==> config.mk <==
export PLATFORM = sky130hd
export DESIGN_NAME = icc_ctrl
export DESIGN_NICKNAME = d
export VERILOG_FILES = /design/src/logic/icc_pkg.sv /design/src/logic/icc_flag_if.sv /design/src/logic/icc_flags.sv /design/src/logic/icc_ctrl.sv
export VERILOG_INCLUDE_DIRS = /design/src /design/src/logic
export SDC_FILE = /design/constraint.sdc
export NUM_CORES = 1
export LEC_CHECK = 0
export ABC_AREA = 1
export ABC_CLOCK_PERIOD_IN_PS = 2000
export BUFFER_PORTS_ARGS = -buffer_cell sky130_fd_sc_hd__buf_4
export CORE_MARGIN = 1.5
export CORE_UTILIZATION = 47
export CTS_CLUSTER_SIZE = 30
export DETAILED_ROUTE_END_ITERATION = 10
export PLACE_DENSITY = 0.87
export SETUP_SLACK_MARGIN = 0.02
export SLEW_MARGIN = 20
export SYNTH_ARGS = -nofsm -noshare
export SYNTH_HDL_FRONTEND = slang
export SYNTH_SLANG_ARGS = --single-unit
==> constraint.sdc <==
create_clock -name pclk -period 2 [get_ports pclk]
set_clock_uncertainty 0.15 [all_clocks]
set_input_delay 0.1 -clock pclk [delete_from_list [all_inputs] [get_ports pclk]]
set_output_delay 0.1 -clock pclk [all_outputs]
set_load 0.005 [all_outputs]
==> src/logic/icc_defs.svh <==
// Register offsets, field positions, reset values and flag layout of the
// interrupt-clear and control block. Included by the package and the testbench.
`ifndef ICC_DEFS_SVH
`define ICC_DEFS_SVH

// ----------------------------------------
// Register byte offsets
// ----------------------------------------
`define ICC_OFF_RX_DONE_CLR 8'h58
`define ICC_OFF_ACTIVITY_CLR 8'h5c
`define ICC_OFF_STOP_CLR 8'h60
`define ICC_OFF_START_CLR 8'h64
`define ICC_OFF_BCAST_CLR 8'h68
`define ICC_OFF_CONTROL 8'h6c
`define ICC_OFF_FLAG_STATUS 8'h90
`define ICC_OFF_FLAG_MASK 8'h94

// ----------------------------------------
// Control register fields
// ----------------------------------------
`define ICC_CTL_ENABLE_BIT 0
`define ICC_CTL_ABORT_BIT 1
`define ICC_CTL_TXBLOCK_BIT 2

// ----------------------------------------
// Flag positions in the raw status word
// ----------------------------------------
`define ICC_FLAG_LSB 6
`define ICC_FLAG_MSB 11
`define ICC_FLAG_NUM 6

// ----------------------------------------
// Reset values
// ----------------------------------------
`define ICC_RST_WORD 32'h0000_0000
`define ICC_RST_FLAGS 6'h00

`endif

==> src/logic/icc_pkg.sv <==
// Types shared by the interrupt-clear and control block.
// Assumes icc_defs.svh is on the include path.
`include "icc_defs.svh"

package icc_pkg;

    // Flag slots, offset by ICC_FLAG_LSB in the raw status word
    typedef enum logic [2:0] {
        FLG_TX_ABORT = 3'b000,
        FLG_RX_DONE = 3'b001,
        FLG_ACTIVITY = 3'b010,
        FLG_STOP = 3'b011,
        FLG_START = 3'b100,
        FLG_BCAST = 3'b101
    } icc_flag_t;

    // Master-mode abort sequence
    typedef enum logic [1:0] {
        AB_IDLE = 2'b00,
        AB_WAIT_XFER = 2'b01,
        AB_STOP = 2'b10,
        AB_FLUSH = 2'b11
    } icc_abort_state_t;

endpackage : icc_pkg

==> src/logic/icc_flag_if.sv <==
// Carrier between the control block and its sticky flag bank.
// Set and clear are single-cycle terms on the same clock, except activity's set and auto clear, which are levels.
interface icc_flag_if #(
    parameter int NUM = 6
);
    logic [NUM-1:0] set;
    logic [NUM-1:0] clr;
    logic [NUM-1:0] flags;

    modport bank (
        input set,
        input clr,
        output flags
    );

    modport user (
        output set,
        output clr,
        input flags
    );
endinterface : icc_flag_if

==> src/logic/icc_flags.sv <==
// Bank of sticky interrupt flags.
// Assumes set and clear come from logic on pclk; set wins over clear.
module icc_flags
    import icc_pkg::*;
#(
    parameter int NUM = 6
)
(
    // Clock, reset and clock enable
    input wire logic pclk,
    input wire logic presetn,
    input wire logic pce,
    // Flag carrier
    icc_flag_if.bank fl
);

    logic [NUM-1:0] flags_q;

    // ----------------------------------------
    // One sticky bit per flag
    // ----------------------------------------
    for (genvar i = 0; i < NUM; i++)
    begin : g_flag
        always_ff @(posedge pclk or negedge presetn)
        begin
            if (!presetn)
                flags_q[i] <= 1'b0;
            else if (pce)
                flags_q[i] <= fl.set[i] | (flags_q[i] & ~fl.clr[i]);
        end
    end

    assign fl.flags = flags_q;

endmodule : icc_flags

==> src/logic/icc_ctrl.sv <==
// Interrupt-clear registers and main control of the two-wire controller.
// Assumes an APB master on pclk and the bus engine, queues and state
// machines on the same clock, so their status inputs need no synchroniser.
module icc_ctrl
    import icc_pkg::*;
#(
    parameter int ADDR_W = 8
)
(
    // Clock, reset and clock enable
    input wire logic pclk,
    input wire logic presetn,
    input wire logic pce,
    // APB slave
    input wire logic psel,
    input wire logic penable,
    input wire logic pwrite,
    input wire logic [ADDR_W-1:0] paddr,
    input wire logic [31:0] pwdata,
    output logic [31:0] prdata,
    output logic pready,
    output logic pslverr,
    // Events and state from the bus engine
    input wire logic rx_done_evt,
    input wire logic stop_seen_evt,
    input wire logic start_seen_evt,
    input wire logic bcast_call_evt,
    input wire logic ctl_active,
    input wire logic bus_busy,
    input wire logic xfer_busy,
    input wire logic rx_busy,
    input wire logic stop_done,
    // Controls to the bus engine and queues
    output logic module_enable,
    output logic txq_flush,
    output logic rxq_flush,
    output logic halt_after_byte,
    output logic rx_nack,
    output logic stop_req,
    output logic cmd_block,
    output logic activity_status,
    // Interrupt
    output logic irq
);

    localparam int NF = `ICC_FLAG_NUM;

    // ----------------------------------------
    // State
    // ----------------------------------------
    logic pready_q;
    logic pslverr_q;
    logic [31:0] prdata_q;
    logic en_q;
    logic txblk_q;
    logic [NF-1:0] mask_q;
    icc_abort_state_t ab_q;
    icc_abort_state_t ab_d;
    logic txq_flush_q;
    logic rxq_flush_q;
    logic halt_q;
    logic rx_nack_q;
    logic stop_req_q;
    logic cmd_block_q;
    logic act_ind_q;
    logic irq_q;
    logic [31:0] rd_data;

    icc_flag_if #(.NUM(NF)) fl ();

    icc_flags #(
        .NUM(NF)
    ) u_flags (
        .pclk(pclk),
        .presetn(presetn),
        .pce(pce),
        .fl(fl.bank)
    );

    // ----------------------------------------
    // APB phases and address decode
    // ----------------------------------------
    // One wait state: read data is captured in the first access cycle and
    // side effects land on the completing edge, so a read-clear and a
    // write take effect exactly once per transfer.
    wire logic acc_first = pce & psel & penable & ~pready_q;
    wire logic acc_done = pce & psel & penable & pready_q;
    wire logic wr_done = acc_done & pwrite;
    wire logic rd_done = acc_done & ~pwrite;

    wire logic hit_rdc = paddr == ADDR_W'(`ICC_OFF_RX_DONE_CLR);
    wire logic hit_aic = paddr == ADDR_W'(`ICC_OFF_ACTIVITY_CLR);
    wire logic hit_spc = paddr == ADDR_W'(`ICC_OFF_STOP_CLR);
    wire logic hit_stc = paddr == ADDR_W'(`ICC_OFF_START_CLR);
    wire logic hit_bcc = paddr == ADDR_W'(`ICC_OFF_BCAST_CLR);
    wire logic hit_ctl = paddr == ADDR_W'(`ICC_OFF_CONTROL);
    wire logic hit_sts = paddr == ADDR_W'(`ICC_OFF_FLAG_STATUS);
    wire logic hit_msk = paddr == ADDR_W'(`ICC_OFF_FLAG_MASK);
    wire logic mapped = hit_rdc | hit_aic | hit_spc | hit_stc | hit_bcc
                      | hit_ctl | hit_sts | hit_msk;

    // ----------------------------------------
    // Read data selection
    // ----------------------------------------
    wire logic [NF-1:0] flg = fl.flags;
    wire logic ab_busy = ab_q != AB_IDLE;

    always_comb
    begin
        rd_data = `ICC_RST_WORD;
        if (hit_rdc)
            rd_data[0] = flg[FLG_RX_DONE];
        else if (hit_aic)
            rd_data[0] = flg[FLG_ACTIVITY];
        else if (hit_spc)
            rd_data[0] = flg[FLG_STOP];
        else if (hit_stc)
            rd_data[0] = flg[FLG_START];
        else if (hit_bcc)
            rd_data[0] = flg[FLG_BCAST];
        else if (hit_ctl)
        begin
            rd_data[`ICC_CTL_ENABLE_BIT] = en_q;
            rd_data[`ICC_CTL_ABORT_BIT] = ab_busy;
            rd_data[`ICC_CTL_TXBLOCK_BIT] = txblk_q;
        end
        else if (hit_sts)
            rd_data[`ICC_FLAG_MSB:`ICC_FLAG_LSB] = flg;
        else if (hit_msk)
            rd_data[`ICC_FLAG_MSB:`ICC_FLAG_LSB] = mask_q;
    end // Unlisted bits stay zero

    // ----------------------------------------
    // Flag set and clear terms
    // ----------------------------------------
    wire logic [NF-1:0] w1c = (wr_done & hit_sts)
                            ? pwdata[`ICC_FLAG_MSB:`ICC_FLAG_LSB] : '0;
    wire logic ab_fin = ab_q == AB_FLUSH;
    wire logic act_rd_clr = rd_done & hit_aic & ~ctl_active;
    wire logic act_auto_clr = ~en_q & ~ctl_active & ~bus_busy;

    // Activity is set as a level, so it stays set while still active
    assign fl.set[FLG_TX_ABORT] = ab_fin;
    assign fl.set[FLG_RX_DONE] = rx_done_evt;
    assign fl.set[FLG_ACTIVITY] = ctl_active;
    assign fl.set[FLG_STOP] = stop_seen_evt;
    assign fl.set[FLG_START] = start_seen_evt;
    assign fl.set[FLG_BCAST] = bcast_call_evt;

    assign fl.clr[FLG_TX_ABORT] = w1c[FLG_TX_ABORT];
    assign fl.clr[FLG_RX_DONE] = (rd_done & hit_rdc) | w1c[FLG_RX_DONE];
    assign fl.clr[FLG_ACTIVITY] = act_rd_clr | act_auto_clr
                                | (w1c[FLG_ACTIVITY] & ~ctl_active);
    assign fl.clr[FLG_STOP] = (rd_done & hit_spc) | w1c[FLG_STOP];
    assign fl.clr[FLG_START] = (rd_done & hit_stc) | w1c[FLG_START];
    assign fl.clr[FLG_BCAST] = (rd_done & hit_bcc) | w1c[FLG_BCAST];

    // ----------------------------------------
    // Control register writes
    // ----------------------------------------
    wire logic ctl_wr = wr_done & hit_ctl;
    // Abort is taken only from an enabled controller with no abort running
    wire logic ab_take = ctl_wr & pwdata[`ICC_CTL_ABORT_BIT]
                       & en_q & ~ab_busy;

    // ----------------------------------------
    // Abort sequence
    // ----------------------------------------
    always_comb
    begin
        ab_d = ab_q;
        case (ab_q)
            AB_IDLE:
            begin
                if (ab_take)
                    ab_d = AB_WAIT_XFER;
            end
            AB_WAIT_XFER:
            begin
                if (!xfer_busy)
                    ab_d = AB_STOP;
            end
            AB_STOP:
            begin
                if (stop_done)
                    ab_d = AB_FLUSH;
            end
            AB_FLUSH:
            begin
                ab_d = AB_IDLE;
            end
            default:
            begin
                ab_d = AB_IDLE;
            end
        endcase
    end

    // ----------------------------------------
    // Engine controls
    // ----------------------------------------
    // While disabled the queues are held flushed, but only once the byte
    // in flight has left the shifter, so the current transfer completes.
    wire logic dis_idle = ~en_q & ~xfer_busy;
    wire logic txq_flush_d = dis_idle | ab_fin;
    wire logic rxq_flush_d = dis_idle;
    wire logic halt_d = ~en_q & xfer_busy;
    wire logic rx_nack_d = ~en_q & rx_busy;
    wire logic stop_req_d = ab_q == AB_STOP;
    // Blocking covers queued commands too, and an abort must not let
    // fresh queue data start a new transfer.
    wire logic cmd_block_d = txblk_q | ab_busy | ~en_q;
    wire logic irq_d = |(flg & mask_q);

    // ----------------------------------------
    // APB response registers
    // ----------------------------------------
    always_ff @(posedge pclk or negedge presetn)
    begin
        if (!presetn)
        begin
            pready_q <= 1'b0;
            pslverr_q <= 1'b0;
            prdata_q <= `ICC_RST_WORD;
        end
        else if (pce)
        begin
            pready_q <= acc_first;
            pslverr_q <= acc_first & ~mapped;
            if (acc_first && !pwrite)
                prdata_q <= rd_data;
        end
    end

    // ----------------------------------------
    // Software-visible control state
    // ----------------------------------------
    always_ff @(posedge pclk or negedge presetn)
    begin
        if (!presetn)
        begin
            en_q <= 1'b0;
            txblk_q <= 1'b0;
            mask_q <= `ICC_RST_FLAGS;
            ab_q <= AB_IDLE;
        end
        else if (pce)
        begin
            if (ctl_wr)
            begin
                en_q <= pwdata[`ICC_CTL_ENABLE_BIT];
                txblk_q <= pwdata[`ICC_CTL_TXBLOCK_BIT];
            end
            if (wr_done && hit_msk)
                mask_q <= pwdata[`ICC_FLAG_MSB:`ICC_FLAG_LSB];
            ab_q <= ab_d;
        end
    end

    // ----------------------------------------
    // Registered outputs to the engine
    // ----------------------------------------
    always_ff @(posedge pclk or negedge presetn)
    begin
        if (!presetn)
        begin
            txq_flush_q <= 1'b1;
            rxq_flush_q <= 1'b1;
            halt_q <= 1'b0;
            rx_nack_q <= 1'b0;
            stop_req_q <= 1'b0;
            cmd_block_q <= 1'b1;
        end
        else if (pce)
        begin
            txq_flush_q <= txq_flush_d;
            rxq_flush_q <= rxq_flush_d;
            halt_q <= halt_d;
            rx_nack_q <= rx_nack_d;
            stop_req_q <= stop_req_d;
            cmd_block_q <= cmd_block_d;
        end
    end

    // ----------------------------------------
    // Activity indication and interrupt
    // ----------------------------------------
    // Cleared only when disabled and the engine is back at idle
    always_ff @(posedge pclk or negedge presetn)
    begin
        if (!presetn)
        begin
            act_ind_q <= 1'b0;
            irq_q <= 1'b0;
        end
        else if (pce)
        begin
            if (en_q || ctl_active)
                act_ind_q <= 1'b1;
            else
                act_ind_q <= 1'b0;
            irq_q <= irq_d;
        end
    end

    // ----------------------------------------
    // Output ports
    // ----------------------------------------
    assign prdata = prdata_q;
    assign pready = pready_q;
    assign pslverr = pslverr_q;
    assign module_enable = en_q;
    assign txq_flush = txq_flush_q;
    assign rxq_flush = rxq_flush_q;
    assign halt_after_byte = halt_q;
    assign rx_nack = rx_nack_q;
    assign stop_req = stop_req_q;
    assign cmd_block = cmd_block_q;
    assign activity_status = act_ind_q;
    assign irq = irq_q;

endmodule : icc_ctrl

==> results_dict.tcl <==
set metrics [dict create \
    status "finished clean" \
    cp_data_required_time_ns 2.02 \
    place_inst 368 \
    slowest_stage "dlygate4sd3_1" \
    drt_iter0_drc 132 \
    fin_tns_setup_ns 0 \
    utilization_pct 63.8 \
    dr.pass1.iters 4 \
    grt_use_total_pct 21.7 \
    r2r_end "u_flags.fl.flags[2]" \
    synthArstFlopShare_pct 100 \
    synth.area.top_cells "dfrtp_1, nand2_1, buf_4" \
    hold_viol 0 \
    grt_use_met2_pct 36.8 \
    cts.sink_count 35 \
    leakage_nw 1.50 \
    ir_drop_mv 0.414 \
    nets 406 \
    synth_seq_area_share_pct 41.2 \
    n_fill_cell 351 \
    crit_top_cell "dlygate4sd3_1" \
    finalSetupViolCount 0 \
    critPathCaptureType "flip-flop" \
    ant_nets 0 \
    drv_slew 0 \
    io_buffers 51 \
    grt_pass1_vias 1855 \
    startpoint_type "primary input" \
    area_growth_pct 30.1 \
    fp-row-count 24 \
    busiest_layer "met2" \
    hold_depth 3 \
    path_max_fanout 5 \
    clockBufferDepth 2 \
    drive_above_1_share_pct 23.9 \
    rr_startpoint "pready" \
    ys_seq_elements 35 \
    synth_most_common_cell "nand2_1" \
    fin_cells 399 \
    cts_tree "built" \
    ios 98 \
    critPathKind "in2reg" \
    insertion_delay_ns 0.29 \
    netlist_area_mm2 0.00213 \
    fp.dieArea_mm2 0.00495 \
    power.density_mw_per_mm2 631 \
    start_util_pct 49.0 \
    hold_ws_ns 0.00827 \
    synth_warnings 0 \
    yosysTopAreaCell "dfrtp_1" \
    antenna_found_initial 0 \
    cap_violations 0 \
    post-place-ws_ns 0.424 \
    timing.final.crit_share_pct 92.2 \
    design_area_mm2 0.00278 \
    globalplace.congestion 0.912 \
    slowest_delay_ns 0.56 \
    grt_max_degree 36 \
    hold_path_end "rx_nack" \
    vias 2005 \
    drc_errors 0 \
    hold_class "in2reg" \
    synthCells 269 \
    via_per_inst 5.03 \
    synth_cell_types 32 \
    clk_pin_slew_ns 0.07 \
    dp_hpwl_mm 3.54 \
    reg2reg_slack_ns 0.17 \
    cts_resized 0 \
    use_met1_pct 26.6 \
    numCtsBuffers 5 \
    placed_area_mm2 0.00247 \
    coreArea_mm2 0.00435 \
    wirelength_mm 5.10 \
    max_freq_mhz 543 \
    rsz0062_at_grt "false" \
    period_minus_slack_ns 1.84 \
    syn_avg_cell_area_um2 7.94 \
    reg2reg_depth 6 \
    num_antenna_cells 0 \
    grt_pass1_wl_mm 8.54 \
    crit_chain "dlygate4sd3_1 > buf_4 > nor2_1 > nand2_1 > nand3_1 > a21oi_1 > dlygate4sd3_1" \
    cts_root_buf "clkbuf_8" \
    die_y_um 70.4 \
    cts_htree_levels 2 \
    grt_overflow 0 \
    die_w_um 70.4 \
    grtUsageMet3_pct 5.92 \
    synth_edf_count 0 \
    hp-start "pce" \
    synth_top_area_share_pct 37.5 \
    cp_data_arrival_time_ns 1.87 \
    synth_top_cells_by_count "nand2_1, inv_1, dfrtp_1" \
    setup_ws_ns 0.157 \
    synth-main-ff-cell "dfrtp_1" \
    wl_per_cell_um 12.8 \
    finalPower_mw 1.75 \
]
-- kinds of logic after synthesis --
group	synth area share (%)
adder cells (fa/ha/maj)	2.93
multiplexers	0.703
AND/OR/NAND/NOR	26.5
flip-flops	41.2
other	0.176
AO/OA/AOI/OAI	11.7
buffers and inverters	16.8
-- where the power goes --
| group | switching [mW] | leakage (nW) | internal (mW) |
|---|---|---|---|
| sequential | 0.0480 | 0.425 | 0.778 |
| clock | 0.241 | 0.0395 | 0.247 |
| combinational | 0.234 | 1.04 | 0.203 |
| total | 0.523 | 1.50 | 1.23 |
-- sequential cells by signal, summed over array words and instances (netlist names), 2 cells and up --
signal            cells
mask_q                6
prdata                9
ab_q                  2
u_flags.fl.flags      6
-- layout by cell type, fill, tap and decap left out, types with 5 or more instances in the layout --
master / netlist / layout
a21oi_1: 5 / 5
ha_1: 5 / 5
inv_1: 38 / 38
clkbuf_8: 0 / 5
nand2_1: 70 / 70
buf_4: 23 / 51
o21ai_0: 18 / 18
dlygate4sd3_1: 0 / 23
nor2_1: 17 / 17
conb_1: 1 / 23
o21ai_2: 5 / 5
o22ai_1: 7 / 7
dfrtp_1: 32 / 32
nand3_1: 15 / 15
-- timing repair --
item	4_1_cts	5_1_grt
hold buffers	23	0
hold endpoints to repair	60	0
buffers inserted	0	0
-- worst max-delay path: cells and delay by family --
kind | cells | cell delay (ns)
buffers and inverters | 3 | 1.26
AND/OR/NAND/NOR | 3 | 0.44
AO/OA/AOI/OAI | 1 | 0.06
-- how the worst max path moves through the flow --
stage,start,endpoint,slack [ns],cells past startpoint
6_report,pwrite,u_flags.fl.flags[2],0.16,7
5_1_grt,pready,u_flags.fl.flags[2],0.03,6
4_1_cts,pwrite,u_flags.fl.flags[2],0.19,7
3_5_place_dp,paddr[0],mask_q[2],0.42,7
3_3_place_gp,paddr[0],mask_q[2],0.51,7
2_1_floorplan,ab_q[0],ab_q[0],0.60,8
-- cell type report --
class / instances / area, um^2 / area share, %
Multi-Input combinational cell: 189 / 980 / 35.3
Sequential cell: 35 / 880 / 31.7
Timing Repair Buffer: 74 / 613 / 22.1
Inverter: 41 / 159 / 5.72
Clock buffer: 8 / 80.1 / 2.88
Tap cell: 52 / 65.1 / 2.34
-- layer usage --
metal	vias up	part of all wire (%)	wire (um)
li1	955	-	-
met4	0	2.3	117
met1	931	40	2050
met5	-	0	0
met2	105	50	2530
met3	14	7.8	396
No activity file was read; power rests on OpenSTA's default activity.
